<file path="config.mk">
export PLATFORM = sky130hd
export DESIGN_NAME = lbc_bus_ctrl
export DESIGN_NICKNAME = d
export VERILOG_FILES = /design/src/rtl/lbc_pkg.sv /design/src/rtl/lbc_bus_ctrl.sv /design/src/rtl/lbc_req_buf.sv /design/src/rtl/lbc_out_track.sv
export VERILOG_INCLUDE_DIRS = /design/src /design/src/rtl
export SDC_FILE = /design/constraint.sdc
export NUM_CORES = 1
export LEC_CHECK = 0
export ABC_CLOCK_PERIOD_IN_PS = 20300
export BUFFER_PORTS_ARGS = -buffer_cell sky130_fd_sc_hd__buf_2
export CELL_PAD_IN_SITES_DETAIL_PLACEMENT = 1
export CELL_PAD_IN_SITES_GLOBAL_PLACEMENT = 1
export CORE_UTILIZATION = 50
export DETAILED_ROUTE_END_ITERATION = 16
export PLACE_DENSITY_LB_ADDON = 0.25
export SYNTH_ARGS = -nofsm -noshare
export SYNTH_HDL_FRONTEND = slang
export SYNTH_SLANG_ARGS = --single-unit
export TNS_END_PERCENT = 30
</file>
<file path="constraint.sdc">
create_clock -name clock -period 20.3 [get_ports clock]
set_input_delay 4.06 -clock clock [delete_from_list [all_inputs] [get_ports clock]]
set_output_delay 4.06 -clock clock [all_outputs]
set_load 0.01 [all_outputs]
</file>
<file path="src/rtl/lbc_cfg.svh">
// Constants for the local bus cycle controller
`ifndef LBC_CFG_SVH
`define LBC_CFG_SVH

// ----------------------------------------------------------------------
// Widths
// ----------------------------------------------------------------------
`define LBC_ADDR_W   29
`define LBC_DATA_W   64
`define LBC_BE_W     8
`define LBC_REQ_W    104
`define LBC_BUF_DEP  2

// ----------------------------------------------------------------------
// Request bundle field positions
// ----------------------------------------------------------------------
`define LBC_F_DATA   63:0
`define LBC_F_BE     71:64
`define LBC_F_ADDR   100:72
`define LBC_F_PTB    101
`define LBC_F_NEAR   102
`define LBC_F_WRITE  103

// ----------------------------------------------------------------------
// Cycle tracking
// ----------------------------------------------------------------------
`define LBC_MAX_OUT  2'h3
`define LBC_QDEP     3
`define LBC_QLAST    2'h2
`define LBC_IDX_0    2'h0
`define LBC_IDX_1    2'h1
`define LBC_CNT_0    2'h0
`define LBC_CNT_1    2'h1

// ----------------------------------------------------------------------
// Reset values
// ----------------------------------------------------------------------
`define LBC_RST_ADDR {`LBC_ADDR_W{1'b0}}
`define LBC_RST_DATA {`LBC_DATA_W{1'b0}}
`define LBC_RST_BE_N 8'hFF

`endif

</file>
<file path="src/rtl/lbc_pkg.sv">
// Types for the local bus cycle controller
package lbc_pkg;

  // Bus controller states
  typedef enum logic [1:0] {
    LBC_IDLE,
    LBC_ADDR,
    LBC_DATA
  } lbc_state_t;

endpackage

</file>
<file path="src/rtl/lbc_bus_ctrl.sv">
// Local bus cycle controller, processor end of the 64-bit bus
`timescale 1ns/100ps
`include "lbc_cfg.svh"

module lbc_bus_ctrl
  import lbc_pkg::*;
(
  input  wire logic                   clock,
  input  wire logic                   sys_rst,
  // Core request side
  input  wire logic                   reqValid,
  output logic                        reqReady,
  input  wire logic                   reqWrite,
  input  wire logic [`LBC_ADDR_W-1:0] reqAddr,
  input  wire logic [`LBC_BE_W-1:0]   reqByteEn,
  input  wire logic                   reqNextNear,
  input  wire logic                   reqPageTable,
  input  wire logic [`LBC_DATA_W-1:0] reqData,
  // Core read return
  output logic                        rdValid,
  output logic      [`LBC_DATA_W-1:0] rdData,
  // Local bus pins
  output logic                        addr_strobe_n,
  output logic      [`LBC_ADDR_W-1:0] addr_bus,
  output logic                        write_not_read,
  output logic                        next_near_n,
  output logic                        page_table_flag,
  output logic      [`LBC_BE_W-1:0]   byte_lane_en_n,
  input  wire logic                   xfer_ack_n,
  input  wire logic                   next_addr_req_n,
  input  wire logic [`LBC_DATA_W-1:0] data_in,
  output logic      [`LBC_DATA_W-1:0] data_out,
  output logic                        data_oe_n
);

  // --------------------------------------------------------------------
  // Declarations
  // --------------------------------------------------------------------
  lbc_state_t             state;        // Bus state
  lbc_state_t             next_state;   // State after this edge
  logic                   bufValid;     // Pending request present
  logic [`LBC_REQ_W-1:0]  bufData;      // Pending request bundle
  logic                   launch;       // Strobe issued at this edge
  logic                   ack;          // Head cycle acknowledged
  logic                   naNow;        // Grant sampled this clock
  logic                   naOk;         // Grant available
  logic                   naUsed;       // Grant consumed by a launch
  logic [1:0]             outCount;     // Cycles outstanding
  logic [1:0]             remain;       // Outstanding after ack
  logic                   naHeld;       // Remembered grant
  logic                   lastWrite;    // Latest launched was a write
  logic [1:0]             qWr;          // Queue fill index
  logic [1:0]             qRd;          // Queue head index
  logic [1:0]             next_qRd;     // Head index after this edge
  logic                   qKind [`LBC_QDEP];  // Write flag per cycle
  logic [`LBC_DATA_W-1:0] qData [`LBC_QDEP];  // Write data per cycle
  logic                   next_oe;      // Data bus driven next clock
  logic [`LBC_DATA_W-1:0] next_dout;    // Data bus value next clock

  // --------------------------------------------------------------------
  // Helpers
  // --------------------------------------------------------------------

  // Queue index step with wrap at three
  function automatic logic [1:0] qStep(input logic [1:0] p);
    qStep = (p == `LBC_QLAST) ? `LBC_IDX_0 : p + `LBC_IDX_1;
  endfunction

  // --------------------------------------------------------------------
  // Request buffer
  // --------------------------------------------------------------------

  // Holds core requests until launched; full buffer stalls the core
  lbc_req_buf #(
    .WIDTH (`LBC_REQ_W),
    .DEPTH (`LBC_BUF_DEP)
  ) u_req_buf (
    .clock    (clock),
    .sys_rst  (sys_rst),
    .inValid  (reqValid),
    .inReady  (reqReady),
    .inData   ({reqWrite, reqNextNear, reqPageTable, reqAddr, reqByteEn,
                reqData}),
    .outValid (bufValid),
    .outReady (launch),
    .outData  (bufData)
  );

  // --------------------------------------------------------------------
  // Outstanding tracking
  // --------------------------------------------------------------------

  lbc_out_track u_out_track (
    .clock    (clock),
    .sys_rst  (sys_rst),
    .launch   (launch),
    .ack      (ack),
    .naSeen   (naNow && !naUsed),
    .naUsed   (naUsed),
    .outCount (outCount),
    .naHeld   (naHeld)
  );

  // --------------------------------------------------------------------
  // Cycle decisions
  // --------------------------------------------------------------------

  // Acknowledge counts only for a cycle past its strobe clock
  assign ack = (state != LBC_IDLE)
               && (state != LBC_ADDR || outCount > `LBC_CNT_1)
               && !xfer_ack_n;
  assign remain = outCount - 2'(ack);

  // Grant ignored in a strobe clock and with nothing outstanding
  assign naNow = !next_addr_req_n && (state != LBC_ADDR)
                 && (outCount != `LBC_CNT_0);
  assign naOk  = naHeld || naNow;

  // Start when idle-after-ack, or overlapped under a grant below three
  assign launch = bufValid && (state != LBC_ADDR)
                  && ((remain == `LBC_CNT_0)
                      || (naOk && outCount != `LBC_MAX_OUT));
  assign naUsed = launch && (remain != `LBC_CNT_0);

  // Next state
  always_comb begin
    next_state = state;
    unique case (state)
      LBC_IDLE: begin
        // Wait for a pending request
        next_state = launch ? LBC_ADDR : LBC_IDLE;
      end
      LBC_ADDR: begin
        // Strobe clock is always followed by a data clock
        next_state = LBC_DATA;
      end
      LBC_DATA: begin
        // Wait, finish, or start the next cycle
        if (launch) begin
          next_state = LBC_ADDR;
        end else if (remain == `LBC_CNT_0) begin
          next_state = LBC_IDLE;
        end else begin
          next_state = LBC_DATA;
        end
      end
    endcase
  end

  // State register
  always_ff @(posedge clock) begin
    if (sys_rst) begin
      state <= LBC_IDLE;
    end else begin
      state <= next_state;
    end
  end

  // --------------------------------------------------------------------
  // Address and control pins
  // --------------------------------------------------------------------

  // Strobe for one clock per launch
  always_ff @(posedge clock) begin
    if (sys_rst) begin
      addr_strobe_n <= 1'b1;
    end else begin
      addr_strobe_n <= !launch;
    end
  end

  // Cycle signals load at launch and hold through waits
  always_ff @(posedge clock) begin
    if (sys_rst) begin
      addr_bus        <= `LBC_RST_ADDR;
      write_not_read  <= 1'b0;
      next_near_n     <= 1'b1;
      page_table_flag <= 1'b0;
      byte_lane_en_n  <= `LBC_RST_BE_N;
    end else if (launch) begin
      addr_bus        <= bufData[`LBC_F_ADDR];
      write_not_read  <= bufData[`LBC_F_WRITE];
      next_near_n     <= !bufData[`LBC_F_NEAR];
      page_table_flag <= bufData[`LBC_F_PTB];
      byte_lane_en_n  <= ~bufData[`LBC_F_BE];
    end
  end

  // Kind of the latest launched cycle
  always_ff @(posedge clock) begin
    if (sys_rst) begin
      lastWrite <= 1'b0;
    end else if (launch) begin
      lastWrite <= bufData[`LBC_F_WRITE];
    end
  end

  // --------------------------------------------------------------------
  // Outstanding cycle queue
  // --------------------------------------------------------------------

  // Record kind and write data of each launched cycle
  always_ff @(posedge clock) begin
    if (launch) begin
      qKind[qWr] <= bufData[`LBC_F_WRITE];
      qData[qWr] <= bufData[`LBC_F_DATA];
    end
  end

  assign next_qRd = ack ? qStep(qRd) : qRd;

  // Queue pointers advance on launch and acknowledge
  always_ff @(posedge clock) begin
    if (sys_rst) begin
      qWr <= `LBC_IDX_0;
      qRd <= `LBC_IDX_0;
    end else begin
      if (launch) begin
        qWr <= qStep(qWr);
      end
      qRd <= next_qRd;
    end
  end

  // --------------------------------------------------------------------
  // Data bus drive
  // --------------------------------------------------------------------

  // Drive only the head cycle's write data, in launch order
  always_comb begin
    next_oe   = 1'b0;
    next_dout = data_out;
    if (remain != `LBC_CNT_0) begin
      // Head is past its strobe clock: drive if it writes
      next_oe   = qKind[next_qRd];
      next_dout = qData[next_qRd];
    end else if (launch && bufData[`LBC_F_WRITE] && lastWrite) begin
      // Lone write after a write may drive in its strobe clock
      next_oe   = 1'b1;
      next_dout = bufData[`LBC_F_DATA];
    end else if (launch && bufData[`LBC_F_WRITE]) begin
      // Write after a read waits for its data clock
      next_oe   = 1'b0;
      next_dout = bufData[`LBC_F_DATA];
    end
  end

  // Data bus registers; enable is low while driving
  always_ff @(posedge clock) begin
    if (sys_rst) begin
      data_oe_n <= 1'b1;
      data_out  <= `LBC_RST_DATA;
    end else begin
      data_oe_n <= !next_oe;
      data_out  <= next_dout;
    end
  end

  // --------------------------------------------------------------------
  // Read return
  // --------------------------------------------------------------------

  // Capture read data at the acknowledge of a read cycle
  always_ff @(posedge clock) begin
    if (sys_rst) begin
      rdValid <= 1'b0;
      rdData  <= `LBC_RST_DATA;
    end else begin
      rdValid <= ack && !qKind[qRd];
      if (ack && !qKind[qRd]) begin
        rdData <= data_in;
      end
    end
  end

endmodule // lbc_bus_ctrl

</file>
<file path="src/rtl/lbc_req_buf.sv">
// Two-entry request buffer with valid and ready on both sides
`timescale 1ns/100ps
`include "lbc_cfg.svh"

module lbc_req_buf #(
  parameter int WIDTH = `LBC_REQ_W,
  parameter int DEPTH = `LBC_BUF_DEP
) (
  input  wire logic             clock,
  input  wire logic             sys_rst,
  input  wire logic             inValid,
  output logic                  inReady,
  input  wire logic [WIDTH-1:0] inData,
  output logic                  outValid,
  input  wire logic             outReady,
  output logic      [WIDTH-1:0] outData
);

  localparam int PW = (DEPTH > 1) ? $clog2(DEPTH) : 1;

  logic [WIDTH-1:0] mem [DEPTH];   // Storage
  logic [PW-1:0]    wrPtr;         // Fill pointer
  logic [PW-1:0]    rdPtr;         // Drain pointer
  logic [PW:0]      fill;          // Entries held
  logic             push;          // Word accepted
  logic             pop;           // Word taken

  assign push    = inValid && inReady;
  assign pop     = outValid && outReady;
  assign outData = mem[rdPtr];

  // Pointer step with wrap
  function automatic logic [PW-1:0] step(input logic [PW-1:0] p);
    step = (p == PW'(DEPTH - 1)) ? '0 : PW'(p + 1'b1);
  endfunction

  // Storage write
  always_ff @(posedge clock) begin
    if (push) begin
      mem[wrPtr] <= inData;
    end
  end

  // Pointers, fill level and registered flags
  always_ff @(posedge clock) begin
    if (sys_rst) begin
      wrPtr    <= '0;
      rdPtr    <= '0;
      fill     <= '0;
      inReady  <= 1'b1;
      outValid <= 1'b0;
    end else begin
      if (push) begin
        wrPtr <= step(wrPtr);
      end
      if (pop) begin
        rdPtr <= step(rdPtr);
      end
      fill     <= fill + (PW+1)'(push) - (PW+1)'(pop);
      inReady  <= (fill + (PW+1)'(push) - (PW+1)'(pop)) != (PW+1)'(DEPTH);
      outValid <= (fill + (PW+1)'(push) - (PW+1)'(pop)) != '0;
    end
  end

endmodule // lbc_req_buf

</file>
<file path="src/rtl/lbc_out_track.sv">
// Outstanding cycle counter and next-address grant latch
`timescale 1ns/100ps
`include "lbc_cfg.svh"

module lbc_out_track (
  input  wire logic       clock,
  input  wire logic       sys_rst,
  input  wire logic       launch,
  input  wire logic       ack,
  input  wire logic       naSeen,
  input  wire logic       naUsed,
  output logic      [1:0] outCount,
  output logic            naHeld
);

  // Count of cycles started and not yet acknowledged
  always_ff @(posedge clock) begin
    if (sys_rst) begin
      outCount <= `LBC_CNT_0;
    end else begin
      outCount <= outCount + 2'(launch) - 2'(ack);
    end
  end

  // Remember a one-clock grant until used or the bus drains
  always_ff @(posedge clock) begin
    if (sys_rst) begin
      naHeld <= 1'b0;
    end else if (naUsed) begin
      naHeld <= 1'b0;
    end else if (outCount - 2'(ack) == `LBC_CNT_0) begin
      // A grant seen as the bus drains lapses with it
      naHeld <= 1'b0;
    end else if (naSeen) begin
      naHeld <= 1'b1;
    end
  end

endmodule // lbc_out_track

</file>
==> flow_summary.yaml, run 1 <==
status:
  status: "finished clean"
critical_path:
  critPathSlowestCell: "inv_2"
  startpoint_type: "input port"
  crit_arrival_ps: 8180
  crit_top_cell: "ha_1"
  cp.buffers_inverters: 4
  cp_max_fo: 33
  worstPathCellList: "buf_2 > nor2_4 > nand2_2 > inv_1 > ha_1 > nor2b_1 > a211o_4 > nand2_2 > inv_2 > ha_1 > inv_1 > ha_1 > xor2_1 > xnor2_1 > nor2_1 > or2_2"
  end_kind: "flip-flop"
  path_delay_family: "simple AND/OR/NAND/NOR gates"
  slowest_delay_ps: 700
  cp.required_ps: 20790
  crit_type: "input port to flip-flop"
synthesis:
  synth_nets: 2254
  synth.top_cell.area_share_pct: 48.5
  ys_ff_latch: 590
  synthFlopType: "edfxtp_1"
  ys_async_sr_fraction_pct: 0
  syn_inst: 2075
  ys_types: 58
  syn_area_per_cell_um2: 12.0
  synth_top_cell_by_area: "edfxtp_1"
  ys_top_cells_by_area: "edfxtp_1 (49%), dfxtp_1 (15%), mux2i_1 (6.3%), nand2_1 (3.0%), o21ai_0 (2.4%)"
  syn_area_mm2: 0.0250
  synth_edf_count: 403
  yosysSeqAreaShare_pct: 63.5
  yosysWarnings: 0
global_route:
  grtUsageMet1_pct: 34.2
  grt_max_degree: 124
  grt_pass1_wl_um: 109000
  grt_use_met2_pct: 48.2
  grt_usage_pct: 28.0
  grt_pass1_vias: 19273
  grt_overflow: 0
  antenna_found_initial: 5
  gr-usage-met3_pct: 4.85
  top_usage_layer: "met2"
route:
  vias: 17933
  drt-pass1-iter-count: 5
  vias_per_cell: 5.88
  drt-total-wl_um: 71800
  drt-initial-drc-count: 1351
  wl_per_cell_um: 23.5
  final_antenna_net_count: 0
  drc: 0
clocking:
  root_buffer: "clkbuf_16"
  cts_tree: "built"
  numCtsBuffers: 66
  clk_path_buf_depth: 3
  clk_latency_ps: 610
  cts_setup_buffers: 0
  cts-resized-gates: 0
  htreeDepth: 3
  clk_pin_slew_worst_paths_ps: 60
  cts-hold-fix-buffers: 0
  cts_num_sinks: 590
pwr:
  power_per_cell_area_mw_per_mm2: 144
  p_sw_mw: 1.49
  leakage_nw: 11.0
  combPwrFrac_pct: 30.5
  sequentialPowerShare_pct: 41.1
  power.internal_mw: 2.71
  switching_share_pct: 35.5
  ir_drop_uv: 95.6
  clkPwrFrac_pct: 28.4
timing:
  layout_min_cycle_time_ps: 7690
  fmax_mhz: 130
  worstMarginPinSlew_ps: 1190
  min_period_over_period_pct: 37.9
  setup_ws_ps: 12610
  hold_violations: 0
  setup_violations: 0
  relSlewSlack_pct: 20.8
  maxSlewViolCount: 0
  fin_setup_tns_ps: 0
  fin_skew_ps: 24.5
  rsz0062_at_grt: "false"
placed_design:
  hpwl_um: 41400
  place_congestion: 0.790
  pre_cts_ws_ps: 11950
  port_buffers: 344
job:
  drv_cap: 0
floorplan:
  core_area_mm2: 0.0491
  fp-row-count: 81
  die_w_um: 225
  dieArea_mm2: 0.0508
  die_h_um: 225
  num_io_pins: 345
  initial_core_util_pct: 50.9
finish:
  nets: 2508
  seqCellArea_mm2: 0.0159
  drive_gt1_share_pct: 22.3
  final.fill_count: 5139
  multi_input_area_mm2: 0.00781
  syn2layout_area_growth_pct: 16.5
worst_hold_path:
  hold_path_class: "flip-flop to flip-flop"
[power by group through the flow]
stage,logic (mW),registers (mW),clock network [mW]
detailed placement,1.27,1.74,0
finish,1.28,1.73,1.19
global placement,1.21,1.73,0
CTS,1.28,1.72,1.21
global route,1.38,1.75,1.25
floorplan,0.825,1.74,0
[layout make-up]
class	instances	area share (%)
clock inverter	28	1.11
sequential	590	54.6
inverter	137	1.79
clock buffer	94	6.31
tap	664	2.86
multi-input combinational	1168	26.9
timing repair buffer	366	6.49
antenna	3	0.0258
[registers in the layout, indices dropped and copies added (netlist names), 3 cells and up, named ones only]
register / flops
addr_bus: 29
byte_lane_en_n: 8
data_out: 64
qData: 192
qKind: 3
rdData: 64
u_req_buf.mem: 208
[cell families (layout without fill, tap and decap cells)]
| kind of cell | count (synthesis) | in the layout | synth area share [%] |
|---|---|---|---|
| AO/OA/AOI/OAI | 491 | 491 | 13.5 |
| buffers and inverters | 317 | 625 | 5.53 |
| XOR/XNOR | 4 | 4 | 0.140 |
| adder cells (fa/ha/maj) | 6 | 6 | 0.301 |
| multiplexers | 168 | 168 | 6.81 |
| AND/OR/NAND/NOR | 499 | 499 | 10.2 |
| other | 0 | 3 | 0 |
| flip-flops | 590 | 590 | 63.5 |
[tightest hold or removal path, cell delays in order (launching register included)]
cell     delay, ps
dfxtp_1        310
nand2_1         50
mux2i_1         50
[path summary, 6_finish.rpt]
| kind | startpoint | endpoint | slack [ps] | depth (start not counted) |
|---|---|---|---|---|
| max | xfer_ack_n | u_req_buf.outValid | 12610 | 16 |
| min | rdData[63] | rdData[63] | 460 | 2 |
| max reg2reg | state[1] | u_req_buf.outValid | 14730 | 17 |
| min reg2reg | rdData[63] | rdData[63] | 460 | 2 |
[metrics by stage]
stage | cell area [um^2] | hold slack [ps] | util [%] | total power [mW] | std cells
CTS | 29100 | 458 | 59.2 | 4.21 | 3047
detailed placement | 26900 | 447 | 54.8 | 3.01 | 2925
finish | 29100 | 456 | 59.2 | 4.20 | 3050
floorplan | 25000 | 465 | - | 2.57 | 2075
global route | 29100 | 476 | 59.2 | 4.38 | 3050
global placement | 26900 | 439 | 54.8 | 2.94 | 2925
[layout by cell type, fill, tap and decap left out, types with 3 or more instances in the layout]
master	Yosys	layout
bufinv_16	0	6
nor2_4	0	3
nor2_1	7	6
a211oi_1	4	4
o21ai_1	20	20
mux2i_1	157	157
o21ai_0	120	120
nor2b_1	8	6
clkinv_1	0	10
nand3_1	3	3
o2111ai_1	53	53
edfxtp_1	403	403
inv_1	135	133
clkinv_8	0	3
a21boi_0	63	63
nand4_1	66	66
diode_2	0	3
buf_2	41	344
o2111ai_2	10	10
o211ai_1	74	74
nor3_1	68	68
nand2_1	197	196
buf_4	4	22
dfxtp_1	187	185
nand2b_1	65	64
ha_1	6	6
clkbuf_1	110	22
and3_1	67	64
clkbuf_16	0	68
clkbuf_8	0	3
mux2_2	10	10
clkinv_2	0	8
a211oi_2	28	28
a21oi_1	104	104
[cell usage after synthesis (41+ instances only)]
library cell and instances:
a21boi_0 63, a21oi_1 104, and3_1 67, buf_2 41, clkbuf_1 110, dfxtp_1 187, edfxtp_1 403, inv_1 135
mux2i_1 157, nand2_1 197, nand2b_1 65, nand4_1 66, nor3_1 68, o2111ai_1 53, o211ai_1 74, o21ai_0 120
[metal layers]
metal / wire length (um) / part of all wire (%)
met5: 11 / 0.015
met4: 2910 / 4.0
met3: 3740 / 5.2
met2: 36500 / 51
met1: 28700 / 40
Power figures use the tool's default switching activity.
==> run 2: changes to the inputs <==
Settings changed: ABC_CLOCK_PERIOD_IN_PS 20300 to 7900, CORE_UTILIZATION 50 to 46.
Clock period 20.3 ns to 7.9 ns, I/O delays scaled along.
==> run 2 against run 1 <==
Effect of this change:
- combinational power increased to 2.5 times the previous value
- sequential cell count unchanged
- clock-buffer cell count decreased by 18
- worst hold slack improved by 3.7 ps
- clock skew increased by 1.1 ps
==> flow_summary.yaml, run 2 (same netlist as run 1, synthesis figures left out) <==
global_route:
  antenna_found_initial: 7
  grt_pass1_vias: 19244
  grt_usage_pct: 25.5
  grt_pass1_wl_um: 110000
  grt_max_degree: 114
  grt_overflow: 0
finish:
  syn2layout_area_growth_pct: 16.6
  final_common_cell: "edfxtp_1"
  instances_no_fill: 3071
  nets: 2504
  drive_gt1_share_pct: 22.7
  final_cell_mix: "edfxtp_1 (403), buf_2 (344), nand2_1 (196), dfxtp_1 (185), mux2i_1 (157)"
  largest_reg_flops: 208
  reg.largest.list: "u_req_buf.mem: 208 flops, qData: 192 flops"
  regMostFlops: "u_req_buf.mem"
pwr:
  power_per_cell_area_mw_per_mm2: 370
  clkPwrFrac_pct: 28.4
  leakage_nw: 11.0
  power_mw: 10.8
  combPwrFrac_pct: 30.0
  switching_share_pct: 35.6
  ir_drop_uv: 261
  power.internal_mw: 6.94
  p_sw_mw: 3.83
  sequentialPowerShare_pct: 41.6
timing:
  layout_min_cycle_time_ps: 5100
  setup_violations: 0
  min_period_over_period_pct: 64.5
  maxSlewViolCount: 0
  relSlewSlack_pct: 21.3
  fmax_mhz: 196
  fin_setup_tns_ps: 0
  worstMarginPinSlew_ps: 1180
  fin_skew_ps: 25.6
  hold_violations: 0
  rsz0062_at_grt: "false"
critical_path:
  slowest_delay_ps: 710
  worstPathCellList: "buf_2 > nor2_4 > nand2_2 > inv_1 > ha_1 > nor2b_1 > a211o_4 > nand2_2 > inv_2 > ha_1 > inv_1 > ha_1 > xor2_1 > xnor2_1 > nor2_1 > or2_2"
  critPathSlowestCell: "inv_2"
  cp_max_fo: 33
  crit_arrival_ps: 5640
  startpoint_type: "input port"
  crit_type: "input port to flip-flop"
  startpoint: "xfer_ack_n"
  end_kind: "flip-flop"
  cp.required_ps: 8440
  r2r_start: "state[1]"
  crit_top_cell: "ha_1"
placed_design:
  dp_cells: 2950
  port_buffers: 344
  place_congestion: 0.807
  hpwl_um: 43300
route:
  vias_per_cell: 5.80
  final_antenna_net_count: 0
  drc: 0
  drt-total-wl_um: 71900
  drt-initial-drc-count: 1162
  drt-pass1-iter-count: 5
  wl_per_cell_um: 23.4
  vias: 17816
status:
  status: "finished clean"
clocking:
  cts_num_sinks: 590
  numCtsBuffers: 61
  clk_pin_slew_worst_paths_ps: 60
  cts_setup_buffers: 0
  clk_path_buf_depth: 3
  cts-hold-fix-buffers: 0
  htreeDepth: 2
  cts-resized-gates: 0
  root_buffer: "clkbuf_16"
  clk_latency_ps: 650
  cts_tree: "built"
floorplan:
  die_w_um: 235
  num_io_pins: 345
  die_h_um: 235
  dieArea_mm2: 0.0552
  fp-row-count: 84
  initial_core_util_pct: 47.0
  core_area_mm2: 0.0531
worst_hold_path:
  hold_path_class: "flip-flop to flip-flop"
  hp-start: "rdData[43]"
job:
  drv_cap: 0
run 2: cell count changes in the layout (fill, tap and decap cells not counted), sizes merged:
cell	change
inv	-1
bufinv	+4
clkinv	+7
clkinvlp	+2
clkbuf	-18
buf	+1
diode	+2
run 2: layer usage:
metal  GRT usage, %  share of wire [%]
met1           31.2                 41
met2           45.5                 52
met3           3.55                4.4
met4           9.89                3.0
met5              0              0.033
run 2: worst max-delay path: cells and delay by family:
family | cells | cell delay, ps
buffers and inverters | 4 | 990
AO/OA/AOI/OAI | 1 | 430
XOR/XNOR | 2 | 330
AND/OR/NAND/NOR | 6 | 1380
adder cells (fa/ha/maj) | 3 | 910
run 2: power groups by stage:
stage                     registers (mW)  logic, mW  clock network, mW
after floorplan                     4.48       2.12                  0
after detailed placement            4.53       3.22                  0
after global placement              4.50       3.06                  0
after global routing                4.54       3.49               3.22
final                               4.48       3.23               3.06
after CTS                           4.48       3.24               3.10
run 2: path summary, 6_finish.rpt:
check,to,slack [ps],cells past startpoint
min,rdData[43],460,2
max,u_req_buf.outValid,2800,16
min reg2reg,rdData[43],460,2
max reg2reg,u_req_buf.outValid,3050,17
run 2: stage by stage:
stage	cell area [um^2]	setup slack, ps	hold slack (ps)	util [%]
after floorplan	25000	1330	464	-
after global placement	26900	2240	438	50.8
after detailed placement	26900	2080	449	50.8
after CTS	29100	2780	460	54.8
after global routing	29100	2560	467	54.8
final	29100	2800	459	54.8
run 2: final cells by class:
class	count	area, um^2
clock inverters	40	495
fillers	5506	24000
well taps	688	861
repair buffers	367	1890
multi-input cells	1168	7810
flip-flops and latches	590	15900
diodes	5	12.5
clock buffers	76	1650
inverters	137	519
